==> src/rtl/hisp_pkg.sv <==
/*
 * Holds the constants, types and decode functions of the host interface select port.
 * Assumes it is compiled before every file that imports it.
 */
// Operation
// - Straps 00X pick 8080, 01X 6800, 100 3-wire SPI, 101 4-wire SPI, 11X I2C.
// - In parallel modes the lowest strap pin becomes an external interrupt input.
// - Upper eight data lines are a general-purpose port unless 16-bit bus is set in a parallel mode.
// - In serial modes lower eight data lines serve the serial host pins.
// - Parallel cycles are answered only while chip select is low.
// - In 8080 mode the read pin is an active-low read request.
// - In 6800 mode the read pin is an active-high enable strobe.
// - In 8080 mode the write pin is an active-low write request.
// - In 6800 mode the write pin selects direction: high read, low write.
// - Command/data select low means status read or command write.
// - Command/data select high means data read or data write.
// - In serial modes chip select, read, write, select become inputs zero to three.
// - An interrupt output pin tells the host about status conditions.
// - Wait output is high when ready to finish a transfer, low otherwise.
`default_nettype none
package hisp_pkg;

    // ---------------------------------------------------------------
    // Widths and counts
    // ---------------------------------------------------------------
    localparam int unsigned HISP_DATA_W = 16;
    localparam int unsigned HISP_BYTE_W = 8;
    localparam int unsigned HISP_SYNC_W = 23;
    localparam logic [1:0] HISP_STRAP_SETTLE = 2'h3; // Cycles after release before sampling
    localparam logic [7:0] HISP_BYTE_HIZ = 8'hff;    // Enables high: pins released

    // ---------------------------------------------------------------
    // Positions inside the synchronised input vector
    // ---------------------------------------------------------------
    localparam int unsigned HISP_POS_DATA = 0;
    localparam int unsigned HISP_POS_CS = 16;
    localparam int unsigned HISP_POS_RD = 17;
    localparam int unsigned HISP_POS_WR = 18;
    localparam int unsigned HISP_POS_CD = 19;
    localparam int unsigned HISP_POS_STRAP = 20;

    // ---------------------------------------------------------------
    // Strap codes of the two upper strap bits
    // ---------------------------------------------------------------
    localparam logic [1:0] HISP_STRAP_8080 = 2'h0;
    localparam logic [1:0] HISP_STRAP_6800 = 2'h1;
    localparam logic [1:0] HISP_STRAP_SPI = 2'h2;
    localparam logic [1:0] HISP_STRAP_I2C = 2'h3;

    typedef enum logic [2:0] {
        HISP_MODE_8080,
        HISP_MODE_6800,
        HISP_MODE_SPI3,
        HISP_MODE_SPI4,
        HISP_MODE_I2C
    } hisp_mode_t;

    typedef enum logic [1:0] {
        HISP_ST_IDLE,
        HISP_ST_ACCESS,
        HISP_ST_HOLD
    } hisp_state_t;

    // Strap value to host mode
    function automatic hisp_mode_t hisp_decode(input logic [2:0] straps);
        hisp_mode_t m;
        m = HISP_MODE_8080;
        case (straps[2:1])
            HISP_STRAP_8080: m = HISP_MODE_8080;
            HISP_STRAP_6800: m = HISP_MODE_6800;
            HISP_STRAP_SPI: m = straps[0] ? HISP_MODE_SPI4 : HISP_MODE_SPI3;
            HISP_STRAP_I2C: m = HISP_MODE_I2C;
            default: m = HISP_MODE_8080;
        endcase
        return m;
    endfunction

    // True for the two parallel bus modes
    function automatic logic hisp_is_par(input hisp_mode_t m);
        return (m == HISP_MODE_8080) || (m == HISP_MODE_6800);
    endfunction

endpackage
`default_nettype wire

==> src/rtl/hisp_sync.sv <==
/*
 * Holds a two-stage synchroniser for a vector of asynchronous pins.
 * Assumes each bit is an independent level; multi-bit words are only read while stable.
 */
`timescale 1ns/1ps
`default_nettype none
module hisp_sync #(
    parameter int unsigned WIDTH = 8
) (
    input wire logic mclk_in,              // System clock
    input wire logic resetn_in,            // Asynchronous reset, active low
    input wire logic [WIDTH-1:0] async_in, // Pin levels
    output logic [WIDTH-1:0] sync_out      // Synchronised levels
);

    logic [WIDTH-1:0] meta_q;
    logic [WIDTH-1:0] sync_q;

    // Refuse an empty vector at elaboration
    if (WIDTH < 1) begin : g_width_check
        $error("hisp_sync: WIDTH must be at least 1");
    end

    // ---------------------------------------------------------------
    // Two flip-flops; the first is read only by the second
    // ---------------------------------------------------------------
    always_ff @(posedge mclk_in or negedge resetn_in) begin
        if (!resetn_in) begin
            meta_q <= '0;
            sync_q <= '0;
        end else begin
            meta_q <= async_in;
            sync_q <= meta_q;
        end
    end

    assign sync_out = sync_q;

endmodule
`default_nettype wire

==> src/rtl/hisp_port.sv <==
/*
 * Holds the host pin logic: strap decode, parallel 8080/6800 cycle engine with wait,
 * pin sharing for serial modes and the upper-byte general-purpose port.
 * Assumes all pin inputs are asynchronous and the core side runs on mclk_in.
 */
`timescale 1ns/1ps
`default_nettype none
module hisp_port
    import hisp_pkg::*;
(
    input wire logic mclk_in,                      // 50 MHz system clock
    input wire logic resetn_in,                    // Asynchronous reset, active low
    input wire logic [2:0] host_mode_straps_in,    // Mode strap pins
    input wire logic host_cs_n_in,                 // Chip select pin, active low
    input wire logic host_rd_in,                   // Read or enable pin
    input wire logic host_wr_in,                   // Write or direction pin
    input wire logic cmd_data_select_in,           // Command/data select pin
    input wire logic [15:0] host_data_bus_in,      // Data bus pin levels
    output logic [15:0] host_data_bus_out,         // Data bus drive values
    output logic [15:0] host_data_bus_oe_n_out,    // Data bus enables, low drives
    output logic wait_out,                         // Wait pin, high when ready
    output logic int_n_out,                        // Interrupt pin, active low
    input wire logic irq_req_in,                   // Core interrupt request
    input wire logic bus16_en_in,                  // 16-bit parallel bus configured
    output logic [2:0] host_mode_out,              // Selected mode code
    output logic mode_valid_out,                   // Mode has been sampled
    output logic ext_irq_out,                      // External interrupt level
    input wire logic core_ready_in,                // Core can complete a transfer
    input wire logic [15:0] status_in,             // Status word for status reads
    input wire logic [15:0] rd_data_in,            // Data word for data reads
    output logic cmd_wr_out,                       // Command write pulse
    output logic data_wr_out,                      // Data write pulse
    output logic status_rd_out,                    // Status read pulse
    output logic data_rd_out,                      // Data read pulse
    output logic [15:0] wr_data_out,               // Write word
    output logic [3:0] aux_input_port_out,         // Auxiliary inputs in serial modes
    output logic [7:0] upper_bus_io_port_out,      // Upper byte input levels
    input wire logic [7:0] upper_bus_io_port_in,   // Upper byte drive values
    input wire logic [7:0] upper_bus_io_oe_n_in,   // Upper byte enables, low drives
    output logic [7:0] ser_pins_out,               // Lower byte levels to serial engine
    input wire logic [7:0] ser_pins_in,            // Serial engine drive values
    input wire logic [7:0] ser_pins_oe_n_in        // Serial engine enables, low drives
);

    // ---------------------------------------------------------------
    // Pin synchronisers
    // ---------------------------------------------------------------
    logic [HISP_SYNC_W-1:0] sync_s;
    logic [15:0] data_s;
    logic cs_s, rd_s, wr_s, cd_s;
    logic [2:0] strap_s;

    hisp_sync #(.WIDTH(HISP_SYNC_W)) u_sync (
        .mclk_in(mclk_in),
        .resetn_in(resetn_in),
        .async_in({host_mode_straps_in, cmd_data_select_in, host_wr_in, host_rd_in, host_cs_n_in,
                   host_data_bus_in}),
        .sync_out(sync_s)
    );

    assign data_s = sync_s[HISP_POS_DATA +: HISP_DATA_W];
    assign cs_s = sync_s[HISP_POS_CS];
    assign rd_s = sync_s[HISP_POS_RD];
    assign wr_s = sync_s[HISP_POS_WR];
    assign cd_s = sync_s[HISP_POS_CD];
    assign strap_s = sync_s[HISP_POS_STRAP +: 3];

    // ---------------------------------------------------------------
    // Strap capture
    // ---------------------------------------------------------------
    logic [1:0] settle_q, settle_d;
    logic mode_valid_q, mode_valid_d;
    hisp_mode_t mode_q, mode_d;

    // Wait for the synchroniser to fill, then latch the mode once
    always_comb begin
        settle_d = settle_q;
        mode_valid_d = mode_valid_q;
        mode_d = mode_q;
        if (!mode_valid_q) begin
            if (settle_q == HISP_STRAP_SETTLE) begin
                mode_valid_d = 1'b1;
                mode_d = hisp_decode(strap_s);
            end else begin
                settle_d = settle_q + 2'h1;
            end
        end
    end

    always_ff @(posedge mclk_in or negedge resetn_in) begin
        if (!resetn_in) begin
            settle_q <= 2'h0;
            mode_valid_q <= 1'b0;
            mode_q <= HISP_MODE_8080;
        end else begin
            settle_q <= settle_d;
            mode_valid_q <= mode_valid_d;
            mode_q <= mode_d;
        end
    end

    logic par_w, ser_w, is6800_w;
    assign par_w = mode_valid_q && hisp_is_par(mode_q);
    assign ser_w = mode_valid_q && !hisp_is_par(mode_q);
    assign is6800_w = (mode_q == HISP_MODE_6800);

    // ---------------------------------------------------------------
    // Parallel cycle decode
    // ---------------------------------------------------------------
    logic rd_req_w, wr_req_w, act_w;

    // Strobe meaning depends on the bus style
    always_comb begin
        if (is6800_w) begin
            rd_req_w = rd_s && wr_s;
            wr_req_w = rd_s && !wr_s;
        end else begin
            rd_req_w = !rd_s;
            wr_req_w = !wr_s && rd_s;
        end
        act_w = par_w && !cs_s && (rd_req_w || wr_req_w);
    end

    // ---------------------------------------------------------------
    // Cycle engine
    // ---------------------------------------------------------------
    hisp_state_t state_q, state_d;
    logic is_rd_q, is_rd_d, cd_q, cd_d, wait_q, wait_d, drv_q, drv_d;
    logic cmd_wr_q, cmd_wr_d, data_wr_q, data_wr_d, st_rd_q, st_rd_d, dat_rd_q, dat_rd_d;
    logic [15:0] wdat_q, wdat_d, rdat_q, rdat_d;

    // Take a cycle, hold wait low until the core can finish, then wait for release
    always_comb begin
        state_d = state_q;
        is_rd_d = is_rd_q;
        cd_d = cd_q;
        wait_d = wait_q;
        drv_d = drv_q;
        wdat_d = wdat_q;
        rdat_d = rdat_q;
        cmd_wr_d = 1'b0;
        data_wr_d = 1'b0;
        st_rd_d = 1'b0;
        dat_rd_d = 1'b0;
        case (state_q)
            HISP_ST_IDLE: begin
                wait_d = 1'b1;
                drv_d = 1'b0;
                if (act_w) begin
                    is_rd_d = rd_req_w;
                    cd_d = cd_s;
                    wait_d = 1'b0;
                    state_d = HISP_ST_ACCESS;
                end
            end
            HISP_ST_ACCESS: begin
                if (core_ready_in) begin
                    wait_d = 1'b1;
                    state_d = HISP_ST_HOLD;
                    if (is_rd_q) begin
                        drv_d = 1'b1;
                        rdat_d = cd_q ? rd_data_in : status_in;
                        st_rd_d = !cd_q;
                        dat_rd_d = cd_q;
                    end else begin
                        wdat_d = bus16_en_in ? data_s : {8'h00, data_s[7:0]};
                        cmd_wr_d = !cd_q;
                        data_wr_d = cd_q;
                    end
                end
            end
            HISP_ST_HOLD: begin
                if (!act_w) begin
                    drv_d = 1'b0;
                    state_d = HISP_ST_IDLE;
                end
            end
            default: begin
                state_d = HISP_ST_IDLE;
            end
        endcase
    end

    always_ff @(posedge mclk_in or negedge resetn_in) begin
        if (!resetn_in) begin
            state_q <= HISP_ST_IDLE;
            is_rd_q <= 1'b0;
            cd_q <= 1'b0;
            wait_q <= 1'b1;
            drv_q <= 1'b0;
            wdat_q <= 16'h0000;
            rdat_q <= 16'h0000;
            cmd_wr_q <= 1'b0;
            data_wr_q <= 1'b0;
            st_rd_q <= 1'b0;
            dat_rd_q <= 1'b0;
        end else begin
            state_q <= state_d;
            is_rd_q <= is_rd_d;
            cd_q <= cd_d;
            wait_q <= wait_d;
            drv_q <= drv_d;
            wdat_q <= wdat_d;
            rdat_q <= rdat_d;
            cmd_wr_q <= cmd_wr_d;
            data_wr_q <= data_wr_d;
            st_rd_q <= st_rd_d;
            dat_rd_q <= dat_rd_d;
        end
    end

    // ---------------------------------------------------------------
    // Pin sharing and side signals
    // ---------------------------------------------------------------
    logic [15:0] bus_d, bus_q, oe_n_d, oe_n_q;
    logic [3:0] aux_d, aux_q;
    logic ext_d, ext_q, int_n_q;

    // Lower byte to serial engine or read data, upper byte to read data or general port
    always_comb begin
        if (ser_w) begin
            bus_d[7:0] = ser_pins_in;
            oe_n_d[7:0] = ser_pins_oe_n_in;
        end else begin
            bus_d[7:0] = rdat_d[7:0];
            oe_n_d[7:0] = drv_d ? 8'h00 : HISP_BYTE_HIZ;
        end
        if (par_w && bus16_en_in) begin
            bus_d[15:8] = rdat_d[15:8];
            oe_n_d[15:8] = drv_d ? 8'h00 : HISP_BYTE_HIZ;
        end else begin
            bus_d[15:8] = upper_bus_io_port_in;
            oe_n_d[15:8] = upper_bus_io_oe_n_in;
        end
        aux_d = ser_w ? {cd_s, wr_s, rd_s, cs_s} : 4'h0;
        ext_d = par_w && strap_s[0];
    end

    always_ff @(posedge mclk_in or negedge resetn_in) begin
        if (!resetn_in) begin
            bus_q <= 16'h0000;
            oe_n_q <= 16'hffff;
            aux_q <= 4'h0;
            ext_q <= 1'b0;
            int_n_q <= 1'b1;
        end else begin
            bus_q <= bus_d;
            oe_n_q <= oe_n_d;
            aux_q <= aux_d;
            ext_q <= ext_d;
            int_n_q <= !irq_req_in;
        end
    end

    assign host_data_bus_out = bus_q;
    assign host_data_bus_oe_n_out = oe_n_q;
    assign wait_out = wait_q;
    assign int_n_out = int_n_q;
    assign host_mode_out = mode_q;
    assign mode_valid_out = mode_valid_q;
    assign ext_irq_out = ext_q;
    assign cmd_wr_out = cmd_wr_q;
    assign data_wr_out = data_wr_q;
    assign status_rd_out = st_rd_q;
    assign data_rd_out = dat_rd_q;
    assign wr_data_out = wdat_q;
    assign aux_input_port_out = aux_q;
    assign upper_bus_io_port_out = data_s[15:8];
    assign ser_pins_out = data_s[7:0];
endmodule
`default_nettype wire

==> config.mk <==
export PLATFORM = sky130hd
export DESIGN_NAME = hisp_port
export DESIGN_NICKNAME = d
export VERILOG_FILES = /design/src/rtl/hisp_pkg.sv /design/src/rtl/hisp_sync.sv /design/src/rtl/hisp_port.sv
export SDC_FILE = /design/constraint.sdc
export NUM_CORES = 1
export LEC_CHECK = 0
export BUFFER_PORTS_ARGS = -buffer_cell sky130_fd_sc_hd__buf_4
export CAP_MARGIN = 20
export CORE_ASPECT_RATIO = 1.4
export CORE_MARGIN = 2
export CORE_UTILIZATION = 50
export DETAILED_ROUTE_END_ITERATION = 8
export HOLD_SLACK_MARGIN = 0.12
export PLACE_DENSITY = 0.84
export SKIP_LAST_GASP = 1
export SYNTH_ARGS = -nofsm -noshare
export SYNTH_HDL_FRONTEND = slang
export SYNTH_SLANG_ARGS = --single-unit
==> constraint.sdc <==
create_clock -name mclk_in -period 1.85 [get_ports mclk_in]
set_input_delay 0.37 -clock mclk_in [delete_from_list [all_inputs] [get_ports mclk_in]]
set_output_delay 0.37 -clock mclk_in [all_outputs]
set_load 0.02 [all_outputs]
==> results.json <==
{
  "cp-startpoint": "state_q[1]",
  "grt_pass1_vias": 3680,
  "power.switching_mw": 2.78,
  "syn-num-nets": 472,
  "post_cts_buffers": 0,
  "slowest_delay_ns": 0.56,
  "skew_ns": 0.00678,
  "synth-adder-area-share": 0.00249,
  "synth-edff-count": 0,
  "crit_path_cell_trace": "nand4b_4 -> mux2_2 -> o21ai_0",
  "end_kind": "flop",
  "synth_top_family_by_area": "multiplexers",
  "path_class": "flop to flop",
  "syn2layout_area_growth_pct": 44.0,
  "antenna_found_initial": 1,
  "period_share": 0.949,
  "p_leak_nw": 3.66,
  "period_minus_slack_ns": 1.76,
  "layout.area.seq_um2": 3330,
  "clkPwrFrac": 0.364,
  "crit_required_ns": 2.17,
  "relSlewSlack": 0.631,
  "clk_latency_ns": 0.41,
  "dp_hpwl_um": 7750,
  "p_per_area_nw_per_um2": 1360,
  "setup_ws_ns": 0.0947,
  "route.detailed.drc": 0,
  "path_depth": 3,
  "cap_violations": 0,
  "fmax_mhz": 570,
  "synth_cell_types": 35,
  "avgSynthCellArea_um2": 13.3,
  "postRouteAntennaNets": 0,
  "p_int_mw": 7.10,
  "setup_viol": 0,
  "p_seq_frac": 0.384,
  "ys_seq_elements": 132,
  "nets": 665,
  "cp.arrival_ns": 2.07,
  "synth-simple-area-share": 0.0874,
  "grt_max_degree": 38,
  "dieArea_um2": 10900,
  "finalPower_mw": 9.88,
  "grt_overflow": 0,
  "synth-main-ff-cell": "dfrtp_1",
  "critPathMaxFanout": 21,
  "path_buf_inv": 0,
  "ir_worst_vdd_v": 0.000725,
  "yosysWarnings": 0,
  "syn_area_um2": 5030,
  "die_w_um": 88.7,
  "worstMarginPinSlew_ns": 0.552,
  "crit_family": "simple AND/OR/NAND/NOR gates",
  "dp.cells": 663,
  "cp_slowest_cell": "nand4b_4",
  "post_route_cells_drive_above_1_share": 0.478,
  "synthXorXnorAreaFrac": 0.00174,
  "setup-tns-final_ns": 0,
  "dieHeight_um": 123,
  "cts.path.max_buffers": 2,
  "p_comb_frac": 0.252,
  "drtIter0Drc": 133,
  "port_buffers": 170,
  "rows": 43,
  "gp_congestion": 0.776,
  "reg2reg_depth": 3,
  "post-place-ws_ns": 0.129,
  "whs_path_depth": 3,
  "status": "finished clean",
  "rsz0062_at_grt": "no",
  "async_flop_share": 1.00,
  "final_max_slew_viol_count": 0,
  "p_sw_frac": 0.281,
  "start_util": 0.510,
  "worstHoldStart": "ser_pins_in[2]",
  "cts_buffers": 17,
  "cts.reportedPaths.clkPinSlew_ns": 0.06,
  "cts_tree": "built",
  "synthCells": 379,
  "htree_levels": 4,
  "finalHoldViolCount": 0,
  "viasPerCell": 4.84,
  "cts-root-buf": "clkbuf_16",
  "hp-class": "primary input to flop",
  "num_vias": 3486,
  "fin_cells": 720,
  "setup.worst_path.start_class": "flop",
  "grt_pass1_wl_um": 17700,
  "synth_compound_area_frac": 0.0700,
  "coreArea_um2": 9850,
  "multiInputGateArea_um2": 1340,
  "routed_wl_um": 11600,
  "yosysSeqAreaShare": 0.662,
  "synthMuxAreaShare": 0.106,
  "io_pins": 171,
  "first_pass_iters": 4,
  "clock-sinks": 132,
  "r2r_start": "state_q[1]",
  "n_fill_cell": 646,
  "routedWlPerCell_um": 16.1,
  "grt_use_total": 0.222
}
[cells in the mapped netlist, drive strengths merged (2+ instances only)]
cell type  count  area [um^2]
dfrtp        114         2850
nand2         56          210
o21ai         45          289
inv           36          135
buf           31          223
mux2          26          360
dfstp         18          473
mux2i         17          170
nor2           6         22.5
and2           5         31.3
nand2b         3         18.8
nand4bb        2         22.5
nor2b          2         12.5
o2111ai        2         23.8
o21a           2         15.0
[final cells by class]
| class | instances | area share |
|---|---|---|
| clock buffers | 18 | 0.0593 |
| clock inverters | 13 | 0.0289 |
| well taps | 135 | 0.0233 |
| repair buffers | 205 | 0.225 |
| flip-flops and latches | 132 | 0.459 |
| inverters | 36 | 0.0187 |
| diodes | 1 | 0.000346 |
| multi-input cells | 180 | 0.185 |
[worst reg2reg max path, cell delays in order, from the launching register on]
cell	delay (ns)
dfrtp_1	0.45
nand4b_4	0.56
mux2_2	0.47
o21ai_0	0.19
[cell usage in the layout (no fill, tap or decap), types with 3 or more instances in the layout]
cell / count
o21ai_0: 20
buf_4: 178
inv_1: 36
clkbuf_16: 17
o21ai_1: 8
bufinv_16: 5
mux2_4: 18
mux2i_1: 17
dlygate4sd3_1: 25
nand2b_1: 3
mux2_2: 8
dfrtp_1: 114
clkinvlp_4: 3
nand2_1: 56
clkinv_4: 3
nor2_1: 6
and2_1: 5
o21ai_2: 17
dfstp_2: 18
[what timing repair did]
| item | in CTS | in global routing |
|---|---|---|
| hold buffers | 25 | 0 |
| setup endpoints to repair | 0 | 0 |
| resized for setup | 0 | 0 |
| endpoints found under the hold margin | 53 | 0 |
[sequential cells by signal (all words and copies together) (netlist names), 2 cells and up, named ones only]
| name | cells |
|---|---|
| aux_input_port_out | 4 |
| host_data_bus_oe_n_out | 16 |
| host_data_bus_out | 16 |
| host_mode_out | 3 |
| rdat_q | 16 |
| settle_q | 2 |
| state_q | 2 |
| u_sync.meta_q | 23 |
| u_sync.sync_out | 23 |
| wr_data_out | 16 |
[final timing paths]
path / end / slack (ns)
min in group asynchronous: wr_data_out[2] / 0.48
worst min-delay path: host_data_bus_out[2] / 0.16
worst max-delay path: host_data_bus_out[0] / 0.09
worst min register to register: u_sync.sync_out[0] / 0.34
max in group asynchronous: host_data_bus_oe_n_out[0] / 0.74
worst max register to register: host_data_bus_out[0] / 0.09
[logic make-up (layout without fill, tap and decap cells)]
kind of cell / count (synthesis) / count (layout)
flip-flops: 132 / 132
adder cells (fa/ha/maj): 1 / 1
AND/OR/NAND/NOR: 83 / 83
AO/OA/AOI/OAI: 52 / 52
other: 0 / 1
multiplexers: 43 / 43
XOR/XNOR: 1 / 1
buffers and inverters: 67 / 272
[layer usage]
layer / vias to the layer above / track usage / wire length, um
met5: - / 0 / 0
met4: 0 / 0.117 / 349
met3: 31 / 0.0605 / 595
met2: 126 / 0.397 / 6790
met1: 1723 / 0.232 / 3880
li1: 1606 / - / -
[power by group through the flow]
stage          clock [mW]  combinational (mW)  sequential (mW)
6_report             3.60                2.49             3.79
2_1_floorplan           0                1.09             4.17
3_3_place_gp            0                2.36             3.79
5_1_grt              3.79                2.67             3.85
4_1_cts              3.64                2.50             3.79
3_5_place_dp            0                2.43             3.81
[stage by stage]
step / hold WS, ns / utilization / area [um^2]
after floorplan: 0.0744 / - / 5030
after CTS: 0.143 / 0.735 / 7240
after global placement: 0.332 / 0.645 / 6350
after global routing: 0.149 / 0.735 / 7240
after detailed placement: 0.335 / 0.645 / 6350
final: 0.160 / 0.735 / 7240
Power figures use the tool's default switching activity.
